### src/verilog/uhm_pkg.sv
// shared constants and types of the hub microcontroller i/o register bank
//
// Notes on behaviour
// - offset 0x04: eight write-only port 0 pin interrupt enables, cleared at reset
// - offset 0x05: port 1 pin interrupt enables, bit 3 reserved, cleared at reset
// - offset 0x1F: size, mode, activity, control bits; bits 5:4 read upstream lines
// - offset 0x10: bit 7 enables, bits 6:0 hold the address; resets disabled
// - offset 0x08: two-bit drive field per port 0 and 1, upper bits reserved
// - counters hold toggle, valid, six-bit count; modes hold ack and four-bit mode
package uhm_pkg;

  // ****************************************************************
  // register indices (byte address is four times the index)
  // ****************************************************************
  localparam logic [7:0] IDX_PORT0 = 8'h00;
  localparam logic [7:0] IDX_PORT1 = 8'h01;
  localparam logic [7:0] IDX_PORT2 = 8'h02;
  localparam logic [7:0] IDX_PORT3 = 8'h03;
  localparam logic [7:0] IDX_P0_IRQ_MASK = 8'h04;
  localparam logic [7:0] IDX_P1_IRQ_MASK = 8'h05;
  localparam logic [7:0] IDX_DRIVE_CFG = 8'h08;
  localparam logic [7:0] IDX_PAR_TW_CFG = 8'h09;
  localparam logic [7:0] IDX_FUNC_ADDR = 8'h10;
  localparam logic [7:0] IDX_CTRL_CNT = 8'h11;
  localparam logic [7:0] IDX_CTRL_MODE = 8'h12;
  localparam logic [7:0] IDX_D1_CNT = 8'h13;
  localparam logic [7:0] IDX_D1_MODE = 8'h14;
  localparam logic [7:0] IDX_D2_CNT = 8'h15;
  localparam logic [7:0] IDX_D2_MODE = 8'h16;
  localparam logic [7:0] IDX_LINK_SC = 8'h1f;
  localparam logic [7:0] IDX_GLB_MASK = 8'h20;
  localparam logic [7:0] IDX_EP_MASK = 8'h21;
  localparam logic [7:0] IDX_TMR_LO = 8'h24;
  localparam logic [7:0] IDX_TMR_HI = 8'h25;
  localparam logic [7:0] IDX_GLB_STAT = 8'h30;
  localparam logic [7:0] IDX_EP_STAT = 8'h31;

  // ****************************************************************
  // reset values and writable-bit masks
  // ****************************************************************
  localparam logic [7:0] RST_PORT_DATA = 8'hff;
  localparam logic [7:0] RST_ZERO = 8'h00;
  localparam logic [7:0] P1_IRQ_VALID = 8'hf7;
  localparam logic [7:0] DRIVE_CFG_VALID = 8'h0f;
  localparam logic [7:0] PAR_TW_VALID = 8'h82;
  localparam logic [7:0] LINK_SC_VALID = 8'hcf;
  localparam logic [7:0] GLB_VALID = 8'h6f;
  localparam logic [7:0] EP_VALID = 8'h1f;
  localparam logic [7:0] DATA_MODE_VALID = 8'h9f;
  localparam logic [7:0] TMR_HI_VALID = 8'h0f;

  // ****************************************************************
  // field positions
  // ****************************************************************
  localparam int GIRQ_BUS_RESET = 0;
  localparam int GIRQ_FAST = 1;
  localparam int GIRQ_SLOW = 2;
  localparam int GIRQ_HUB = 3;
  localparam int GIRQ_GPIO = 5;
  localparam int GIRQ_TWI = 6;
  localparam int LSC_DP = 5;
  localparam int LSC_DM = 4;
  localparam int LSC_ACT = 3;
  localparam int FADDR_EN = 7;
  localparam int MODE_SETUP = 7;
  localparam int MODE_STALL = 7;
  localparam int P0_CFG_LSB = 0;
  localparam int P1_CFG_LSB = 2;

  // drive configuration encodings
  localparam logic [1:0] DRV_OPEN_DRAIN = 2'h0;
  localparam logic [1:0] DRV_CMOS = 2'h1;
  localparam logic [1:0] DRV_INPUT = 2'h2;

  // ****************************************************************
  // timing
  // ****************************************************************
  localparam int CLK_PERIOD_NS = 50;
  localparam int TICK_PERIOD_NS = 1000;
  localparam int TICK_CYCLES = TICK_PERIOD_NS / CLK_PERIOD_NS;
  localparam int TMR_W = 12;
  localparam int FAST_PERIOD_US = 128;
  localparam int SLOW_PERIOD_US = 1024;

  // ****************************************************************
  // state of the register bank
  // ****************************************************************
  typedef struct packed {
    logic [3:0][7:0] port_data;
    logic [1:0][7:0] pin_irq_mask;
    logic [1:0][7:0] pin_prev;
    logic [7:0] drive_cfg;
    logic [7:0] par_tw_cfg;
    logic [7:0] func_addr;
    logic [2:0][7:0] ep_count;
    logic [2:0][7:0] ep_mode;
    logic [7:0] link_sc;
    logic [7:0] glb_mask;
    logic [7:0] ep_mask;
    logic [7:0] glb_stat;
    logic [7:0] ep_stat;
    logic [31:0] prdata;
    logic ack;
    logic err;
  } uhm_regs_state_t;

endpackage

### src/verilog/uhm_timer_if.sv
// carrier between the free-running timer and the register bank
`timescale 1ns/1ns
`default_nettype none
interface uhm_timer_if;
  logic [uhm_pkg::TMR_W-1:0] count;
  logic tick_fast;
  logic tick_slow;

  modport src (output count, output tick_fast, output tick_slow);
  modport snk (input count, input tick_fast, input tick_slow);
endinterface
`default_nettype wire

### src/verilog/uhm_free_timer.sv
// twelve-bit free-running microsecond timer with periodic ticks
`timescale 1ns/1ns
`default_nettype none
module uhm_free_timer
  import uhm_pkg::*;
#(
  parameter int CLK_NS = CLK_PERIOD_NS
) (
  // clock and reset
  input wire logic pclk,
  input wire logic presetn,
  // timer outputs
  uhm_timer_if.src tmr
);

  localparam int CYC = TICK_PERIOD_NS / CLK_NS;
  localparam int PW = (CYC > 1) ? $clog2(CYC) : 1;

  // ****************************************************************
  // elaboration check
  // ****************************************************************
  generate
    if (CLK_NS < 1 || CYC < 1) begin : g_bad_clk
      $error("clock period too long for a one microsecond tick");
    end
  endgenerate

  typedef struct packed {
    logic [PW-1:0] pre;
    logic [TMR_W-1:0] count;
    logic fast;
    logic slow;
  } uhm_tmr_state_t;

  uhm_tmr_state_t q;
  uhm_tmr_state_t d;
  logic us_tick;

  // prescaler divides the bus clock down to one microsecond
  always_comb begin
    d = q;
    us_tick = (q.pre == PW'(CYC - 1));
    d.pre = us_tick ? '0 : q.pre + 1'b1;
    d.fast = 1'b0;
    d.slow = 1'b0;
    if (us_tick) begin
      d.count = q.count + 1'b1;  // wraps at 4096 us
      d.fast = (q.count[6:0] == 7'(FAST_PERIOD_US - 1));
      d.slow = (q.count[9:0] == 10'(SLOW_PERIOD_US - 1));
    end
  end

  always_ff @(posedge pclk or negedge presetn) begin
    if (!presetn) begin
      q <= '0;
    end else begin
      q <= d;
    end
  end

  assign tmr.count = q.count;
  assign tmr.tick_fast = q.fast;
  assign tmr.tick_slow = q.slow;

endmodule // uhm_free_timer
`default_nettype wire

### src/verilog/uhm_regs.sv
// apb register bank of the hub microcontroller: gpio, usb function, irq, timer
`timescale 1ns/1ns
`default_nettype none
module uhm_regs
  import uhm_pkg::*;
#(
  parameter int PADDR_W = 12,
  parameter int CLK_NS = CLK_PERIOD_NS
) (
  // clock and reset
  input wire logic pclk,
  input wire logic presetn,
  // apb slave
  input wire logic psel,
  input wire logic penable,
  input wire logic pwrite,
  input wire logic [PADDR_W-1:0] paddr,
  input wire logic [31:0] pwdata,
  output logic [31:0] prdata,
  output logic pready,
  output logic pslverr,
  // gpio pins, four ports of eight
  input wire logic [3:0][7:0] gpio_in,
  output logic [3:0][7:0] gpio_out,
  output logic [3:0][7:0] gpio_oe_n,
  // upstream usb line state and engine events
  input wire logic usb_dp,
  input wire logic usb_dm,
  input wire logic usb_activity,
  input wire logic usb_bus_reset,
  input wire logic hub_event,
  input wire logic twi_event,
  input wire logic [2:0] ep_event,
  input wire logic [2:0] ctrl_token_seen,
  // function, endpoint and link controls
  output logic func_addr_en,
  output logic [6:0] func_addr,
  output logic [2:0][7:0] ep_count,
  output logic [2:0][7:0] ep_mode,
  output logic [7:0] link_ctrl,
  output logic [7:0] par_tw_cfg,
  // interrupt
  output logic irq
);

  // ****************************************************************
  // elaboration check
  // ****************************************************************
  generate
    if (PADDR_W < 10) begin : g_bad_addr
      $error("address bus too narrow for the register map");
    end
  endgenerate

  // ****************************************************************
  // timer
  // ****************************************************************
  uhm_timer_if tmr_if ();

  uhm_free_timer #(
    .CLK_NS(CLK_NS)
  ) u_timer (
    .pclk(pclk),
    .presetn(presetn),
    .tmr(tmr_if.src)
  );

  // ****************************************************************
  // bus decode
  // ****************************************************************
  uhm_regs_state_t q;
  uhm_regs_state_t d;
  logic [7:0] idx;
  logic aligned;
  logic setup;
  logic wr_take;
  logic [7:0] wb;
  logic [7:0] rd;
  logic hit;
  logic [1:0][7:0] pin_change;
  logic [7:0] glb_ev;
  logic [7:0] ep_ev;

  assign idx = paddr[9:2];
  assign aligned = (paddr[1:0] == 2'h0) && ((paddr >> 10) == '0);
  assign setup = psel && !penable;
  // a write lands only at the completing edge of a good access
  assign wr_take = psel && penable && pwrite && q.ack && !q.err;
  assign wb = pwdata[7:0];

  // read mux; write-only registers read as zero
  always_comb begin
    rd = RST_ZERO;
    hit = aligned;
    case (idx)
      IDX_PORT0: rd = gpio_in[0];
      IDX_PORT1: rd = gpio_in[1];
      IDX_PORT2: rd = gpio_in[2];
      IDX_PORT3: rd = gpio_in[3];
      IDX_P0_IRQ_MASK: rd = RST_ZERO;
      IDX_P1_IRQ_MASK: rd = RST_ZERO;
      IDX_DRIVE_CFG: rd = q.drive_cfg;
      IDX_PAR_TW_CFG: rd = q.par_tw_cfg;
      IDX_FUNC_ADDR: rd = q.func_addr;
      IDX_CTRL_CNT: rd = q.ep_count[0];
      IDX_CTRL_MODE: rd = q.ep_mode[0];
      IDX_D1_CNT: rd = q.ep_count[1];
      IDX_D1_MODE: rd = q.ep_mode[1];
      IDX_D2_CNT: rd = q.ep_count[2];
      IDX_D2_MODE: rd = q.ep_mode[2];
      IDX_LINK_SC: begin
        rd = q.link_sc;
        rd[LSC_DP] = usb_dp;
        rd[LSC_DM] = usb_dm;
      end
      IDX_GLB_MASK: rd = q.glb_mask;
      IDX_EP_MASK: rd = q.ep_mask;
      IDX_TMR_LO: rd = tmr_if.count[7:0];
      IDX_TMR_HI: rd = {4'h0, tmr_if.count[TMR_W-1:8]};
      IDX_GLB_STAT: rd = q.glb_stat;
      IDX_EP_STAT: rd = q.ep_stat;
      default: hit = 1'b0;
    endcase
  end

  // ****************************************************************
  // event sources
  // ****************************************************************
  // pin change on an enabled pin; inputs are already synchronous
  always_comb begin
    pin_change[0] = (gpio_in[0] ^ q.pin_prev[0]) & q.pin_irq_mask[0];
    pin_change[1] = (gpio_in[1] ^ q.pin_prev[1]) & q.pin_irq_mask[1];
  end

  // global events in the layout of the global mask
  always_comb begin
    glb_ev = RST_ZERO;
    glb_ev[GIRQ_BUS_RESET] = usb_bus_reset;
    glb_ev[GIRQ_FAST] = tmr_if.tick_fast;
    glb_ev[GIRQ_SLOW] = tmr_if.tick_slow;
    glb_ev[GIRQ_HUB] = hub_event;
    glb_ev[GIRQ_GPIO] = |pin_change;
    glb_ev[GIRQ_TWI] = twi_event;
    ep_ev = {5'h00, ep_event};
  end

  // ****************************************************************
  // next state
  // ****************************************************************
  always_comb begin
    d = q;
    d.ack = 1'b0;
    d.err = 1'b0;
    d.pin_prev[0] = gpio_in[0];
    d.pin_prev[1] = gpio_in[1];
    // read data and error are latched in setup so they come from flops
    if (setup) begin
      d.ack = 1'b1;
      d.err = !hit;
      d.prdata = {24'h00_0000, (pwrite || !hit) ? RST_ZERO : rd};
    end
    if (wr_take) begin
      case (idx)
        IDX_PORT0: d.port_data[0] = wb;
        IDX_PORT1: d.port_data[1] = wb;
        IDX_PORT2: d.port_data[2] = wb;
        IDX_PORT3: d.port_data[3] = wb;
        IDX_P0_IRQ_MASK: d.pin_irq_mask[0] = wb;
        IDX_P1_IRQ_MASK: d.pin_irq_mask[1] = wb & P1_IRQ_VALID;
        IDX_DRIVE_CFG: d.drive_cfg = wb & DRIVE_CFG_VALID;
        IDX_PAR_TW_CFG: d.par_tw_cfg = wb & PAR_TW_VALID;
        IDX_FUNC_ADDR: d.func_addr = wb;
        IDX_CTRL_CNT: d.ep_count[0] = wb;
        IDX_CTRL_MODE: d.ep_mode[0] = wb;
        IDX_D1_CNT: d.ep_count[1] = wb;
        IDX_D1_MODE: d.ep_mode[1] = wb & DATA_MODE_VALID;
        IDX_D2_CNT: d.ep_count[2] = wb;
        IDX_D2_MODE: d.ep_mode[2] = wb & DATA_MODE_VALID;
        IDX_LINK_SC: d.link_sc = wb & LINK_SC_VALID;
        IDX_GLB_MASK: d.glb_mask = wb & GLB_VALID;
        IDX_EP_MASK: d.ep_mask = wb & EP_VALID;
        // status bits clear on a written one
        IDX_GLB_STAT: d.glb_stat = q.glb_stat & ~wb;
        IDX_EP_STAT: d.ep_stat = q.ep_stat & ~wb;
        default: d.prdata = q.prdata;
      endcase
    end
    // hardware sets come after the write so a set in the clear cycle wins
    d.ep_mode[0][MODE_SETUP -: 3] = d.ep_mode[0][MODE_SETUP -: 3] | ctrl_token_seen;
    d.link_sc[LSC_ACT] = d.link_sc[LSC_ACT] | usb_activity;
    d.glb_stat = d.glb_stat | glb_ev;
    d.ep_stat = d.ep_stat | ep_ev;
  end

  // ****************************************************************
  // state register
  // ****************************************************************
  always_ff @(posedge pclk or negedge presetn) begin
    if (!presetn) begin
      q <= '0;
      q.port_data <= {4{RST_PORT_DATA}};
      q.pin_prev <= {2{RST_PORT_DATA}};
    end else begin
      q <= d;
    end
  end

  // ****************************************************************
  // apb answer
  // ****************************************************************
  // zero wait states: the access phase completes in its first cycle
  assign pready = psel && penable && q.ack;
  assign pslverr = psel && penable && q.err;
  assign prdata = q.prdata;

  // ****************************************************************
  // pin drivers
  // ****************************************************************
  // ports 2 and 3 have no drive field and stay open drain
  genvar gp;
  generate
    for (gp = 0; gp < 4; gp++) begin : g_port
      logic [1:0] cfg;
      if (gp == 0) begin : g_p0
        assign cfg = q.drive_cfg[P0_CFG_LSB +: 2];
      end else if (gp == 1) begin : g_p1
        assign cfg = q.drive_cfg[P1_CFG_LSB +: 2];
      end else begin : g_px
        assign cfg = DRV_OPEN_DRAIN;
      end
      assign gpio_out[gp] = q.port_data[gp];
      // open drain only pulls low, a one lets the pull-up win
      assign gpio_oe_n[gp] = (cfg == DRV_CMOS) ? 8'h00 :
                             (cfg == DRV_INPUT) ? 8'hff : q.port_data[gp];
    end
  endgenerate

  // ****************************************************************
  // block outputs
  // ****************************************************************
  assign func_addr_en = q.func_addr[FADDR_EN];
  assign func_addr = q.func_addr[6:0];
  assign ep_count = q.ep_count;
  assign ep_mode = q.ep_mode;
  assign link_ctrl = q.link_sc;
  assign par_tw_cfg = q.par_tw_cfg;
  // level interrupt while any unmasked status bit is set
  assign irq = |(q.glb_stat & q.glb_mask) || |(q.ep_stat & q.ep_mask);

endmodule // uhm_regs
`default_nettype wire

### config.mk
export PLATFORM = sky130hd
export DESIGN_NAME = uhm_regs
export DESIGN_NICKNAME = d
export VERILOG_FILES = /design/src/verilog/uhm_pkg.sv /design/src/verilog/uhm_timer_if.sv /design/src/verilog/uhm_free_timer.sv /design/src/verilog/uhm_regs.sv
export SDC_FILE = /design/constraint.sdc
export NUM_CORES = 1
export LEC_CHECK = 0
export BUFFER_PORTS_ARGS = -buffer_cell sky130_fd_sc_hd__buf_2
export CAP_MARGIN = 25
export CORE_AREA = 4 4 126 188
export DETAILED_ROUTE_END_ITERATION = 16
export DIE_AREA = 0 0 130 192
export GPL_TIMING_DRIVEN = 1
export PLACE_DENSITY_LB_ADDON = 0.08
export SYNTH_ARGS = -nofsm -noshare
export SYNTH_HDL_FRONTEND = slang
export SYNTH_HIERARCHICAL = 1
export SYNTH_SLANG_ARGS = --single-unit
### constraint.sdc
create_clock -name pclk -period 2.72 [get_ports pclk]
set_input_delay 0 -clock pclk [delete_from_list [all_inputs] [get_ports pclk]]
set_output_delay 0 -clock pclk [all_outputs]
set_load 0.005 [all_outputs]
==> summary.md <==
| Metric | Value |
|---|---|
| Via Count | `7197` |
| Clk_lat worst skew | `0.44 ns` |
| Cell leakage power | `0.005497 uW` |
| Port bufs | `203` |
| Synth area leaders | `dfrtp_1, mux2_2, dfstp_2` |
| Share of the synthesized area in the top cell type | `0.3376` |
| Top_reg_cell synth | `dfrtp_1` |
| Mapped cell area | `0.01001 mm2` |
| Slowest CP cell | `or4_1` |
| Crit share post-route | `0.7775` |
| Critical path, cell by cell | `and3_1 > nand3b_1 > or2_1 > or4_1 > mux2_2` |
| Post_cts resized | `0` |
| Layout cells sized above 1 | `0.4480` |
| Hold Crit Class | `in -> reg` |
| Final non-filler cell total | `1305` |
| Vias/cell | `5.515` |
| Clk root buf | `clkbuf_16` |
| Critical Path Max Stage Delay | `0.65 ns` |
| VDD IR max | `0.3595 mV` |
| Clock sink total | `182` |
| Synth warnings | `6` |
| Clk pwr share | `0.440` |
| Critical path type | `reg -> reg` |
| Pwr/cell area | `505.5 mW/mm2` |
| Internal power | `4342 uW` |
| Crit path required time | `3.03 ns` |
| Iteration-0 DRC Markers | `419` |
| EDFF count, synth | `0` |
| # rows | `67` |
| Die area | `0.02496 mm2` |
| Achievable frequency | `472.9 MHz` |
| Worst Setup End Kind | `register` |
| Final hold vios | `0` |
| Switching Fraction | `0.2411` |
| Clk buf depth | `2` |
| Die width | `130 um` |
| Layout fillers | `2103` |
| Effective utilization at floorplan | `0.4521` |
| Crit path max-delay family | `simple AND/OR/NAND/NOR gates` |
| Die height | `192 um` |
| Final Critical Period | `2.115 ns` |
| Final setup violation count | `0` |
| Worst Tran Pin Value | `0.9683 ns` |
| Initial antenna violation count | `0` |
| Seq/Total Area, Yosys | `0.4610` |
| Gr usage total | `0.2440` |
| Post-route setup TNS | `0 ns` |
| TritonCTS clock tree | `done` |
| Total grt overflow | `0` |
| Core area | `0.02213 mm2` |
| Sequential fraction of design power | `0.483` |
| Logic pwr share | `0.077` |
| Final slew viol count | `0` |
| Crit path buf inv count | `0` |
| WL final | `30100 um` |
| Post-Synthesis Cells | `897` |
| Num CTS Buffers | `17` |
| Clk pin slew, worst setup/hold paths | `0.07 ns` |
| Final core utilization | `0.5114` |
| Area leader, netlist | `dfrtp_1` |
| Ports | `264` |
| Hpwl dp | `22100 um` |
| Clock skew | `0.009071 ns` |
| DRC viols | `0` |
| Switching power | `1379 uW` |
| Unrepaired setup endpoints after global routing | `no` |
| Final ANT Viol Nets | `0` |
| Routability Congestion | `0.9484` |
| Type of origin of the critical path | `register` |
| Arr. time, crit path | `2.43 ns` |
| Dpl cells | `1245` |
| First-pass GRT wire length | `44800 um` |
| Htree depth | `4` |
| Seq cells post-synth | `182` |
| Max Cap Violations | `0` |
| Vias in the first global route | `7202` |
| Outcome | `finished clean` |
| DR pass1 iterations | `5` |
| Total power | `5721 uW` |
| Slew HR | `0.3495` |
| Post-synth cell types | `64` |
| WL per Instance | `23.07 um` |
| Ys async rst share | `1.000` |
| Final net count | `1111` |
| Synthesized area per cell | `11.15 um2` |
| Post-CTS Setup Inserts | `0` |
| Area Growth Syn to Fin | `13.10%` |
| Antenna diodes | `0` |
| Largest net degree at the start of global routing | `74` |
| Crit Path Max Fanout | `7` |
==> cells in the mapped netlist (all sizes together), types with 8 or more instances <==
| library cell | count |
|---|---|
| nor3 | 19 |
| dfstp | 47 |
| nor2 | 35 |
| o21ai | 16 |
| a21o | 8 |
| maj3 | 16 |
| nand2 | 48 |
| dfrtp | 135 |
| nor2b | 13 |
| mux2i | 15 |
| a22oi | 25 |
| xor2 | 22 |
| clkbuf | 31 |
| nand3 | 21 |
| mux2 | 129 |
| and3 | 9 |
| buf | 175 |
| nor4 | 12 |
| a21oi | 15 |
| a32oi | 11 |
==> power by group through the flow <==
| stage | Sequential [uW] | Clock (uW) | Combinational, uW |
|---|---|---|---|
| floorplan | 2800 | 0 | 216 |
| global placement | 2810 | 0 | 408 |
| detailed placement | 2810 | 0 | 409 |
| CTS | 2760 | 2580 | 442 |
| global route | 2760 | 2690 | 479 |
| finish | 2760 | 2520 | 441 |
==> area by class of cell <==
type | instances | area, um2 | share of cell area
timing repair buffer | 271 | 1628 | 0.1438
inverter | 8 | 30.03 | 0.002653
sequential | 182 | 4613 | 0.4076
tap | 276 | 345.3 | 0.03051
clock buffer | 25 | 560.5 | 0.04953
clock inverter | 7 | 52.55 | 0.004643
multi-input combinational | 536 | 4088 | 0.3612
==> logic make-up (layout without fill, tap and decap cells) <==
logic type / count (synthesis) / after routing / synth area share
xor+xnor: 28 / 28 / 0.02451
flops: 182 / 182 / 0.4610
mux: 146 / 146 / 0.1651
fa+ha+maj: 18 / 18 / 0.01851
other cells: 1 / 36 / 0.0003748
compound gates: 123 / 123 / 0.08853
buf+inv: 214 / 311 / 0.1436
simple gates: 185 / 185 / 0.09841
==> worst paths after layout <==
| check | from | end | cells past startpoint | slack, ns |
|---|---|---|---|---|
| max | q[1] | ep_mode[17] | 5 | 0.61 |
| max reg2reg | q[1] | ep_mode[17] | 5 | 0.61 |
| max in group asynchronous | presetn | prdata[7] | 3 | 1.76 |
| min | pwdata[5] | q[39] | 2 | 0.04 |
| min reg2reg | u_timer/tmr.tick_slow | q[44] | 1 | 0.43 |
| min in group asynchronous | presetn | q[163] | 2 | 0.15 |
==> cells in the final DEF, fill, tap and decap left out, types with 15 or more instances in the layout <==
| master | n |
|---|---|
| dlygate4sd3_1 | 28 |
| dfstp_2 | 47 |
| dfrtp_1 | 135 |
| maj3_1 | 16 |
| buf_4 | 38 |
| mux2i_1 | 15 |
| buf_2 | 202 |
| nor2_1 | 35 |
| nor3_1 | 19 |
| nand3_1 | 21 |
| mux2_2 | 129 |
| xor2_1 | 22 |
| o21ai_0 | 15 |
| a22oi_1 | 25 |
| clkbuf_16 | 21 |
| a21oi_1 | 15 |
| conb_1 | 36 |
| nand2_1 | 48 |
==> layer usage <==
layer	GRT usage	vias up	part of all wire
met3	0.03812	47	0.056
li1	-	3232	-
met5	0	-	0
met1	0.3113	3630	0.41
met2	0.4138	288	0.51
met4	0.09440	0	0.033
==> stage by stage <==
stage                     area [um2]  setup WS [ns]  hold slack [ns]
final                          11320         0.6052          0.03923
after global routing           11320         0.5333          0.03716
after CTS                      11320         0.6027          0.01103
after detailed placement       10420         0.5066          0.06411
after global placement         10420         0.5251          0.07479
after floorplan                10140         0.6279          -0.2956
==> sequential cells by signal (all words and copies together), names as in the netlist, 6 cells and up <==
register / cells
u_timer/tmr.count: 12
ep_count: 24
gpio_out: 16
prdata: 8
ep_mode: 20
gpio_oe_n: 16
link_ctrl: 6
func_addr: 7
q: 59
==> timing repair <==
action / CTS / global route
setup endpoints to repair: 0 / 0
hold buffers: 28 / 0
endpoints found under the hold margin: 79 / 0
Note: power is estimated with default switching activity, not from simulation.
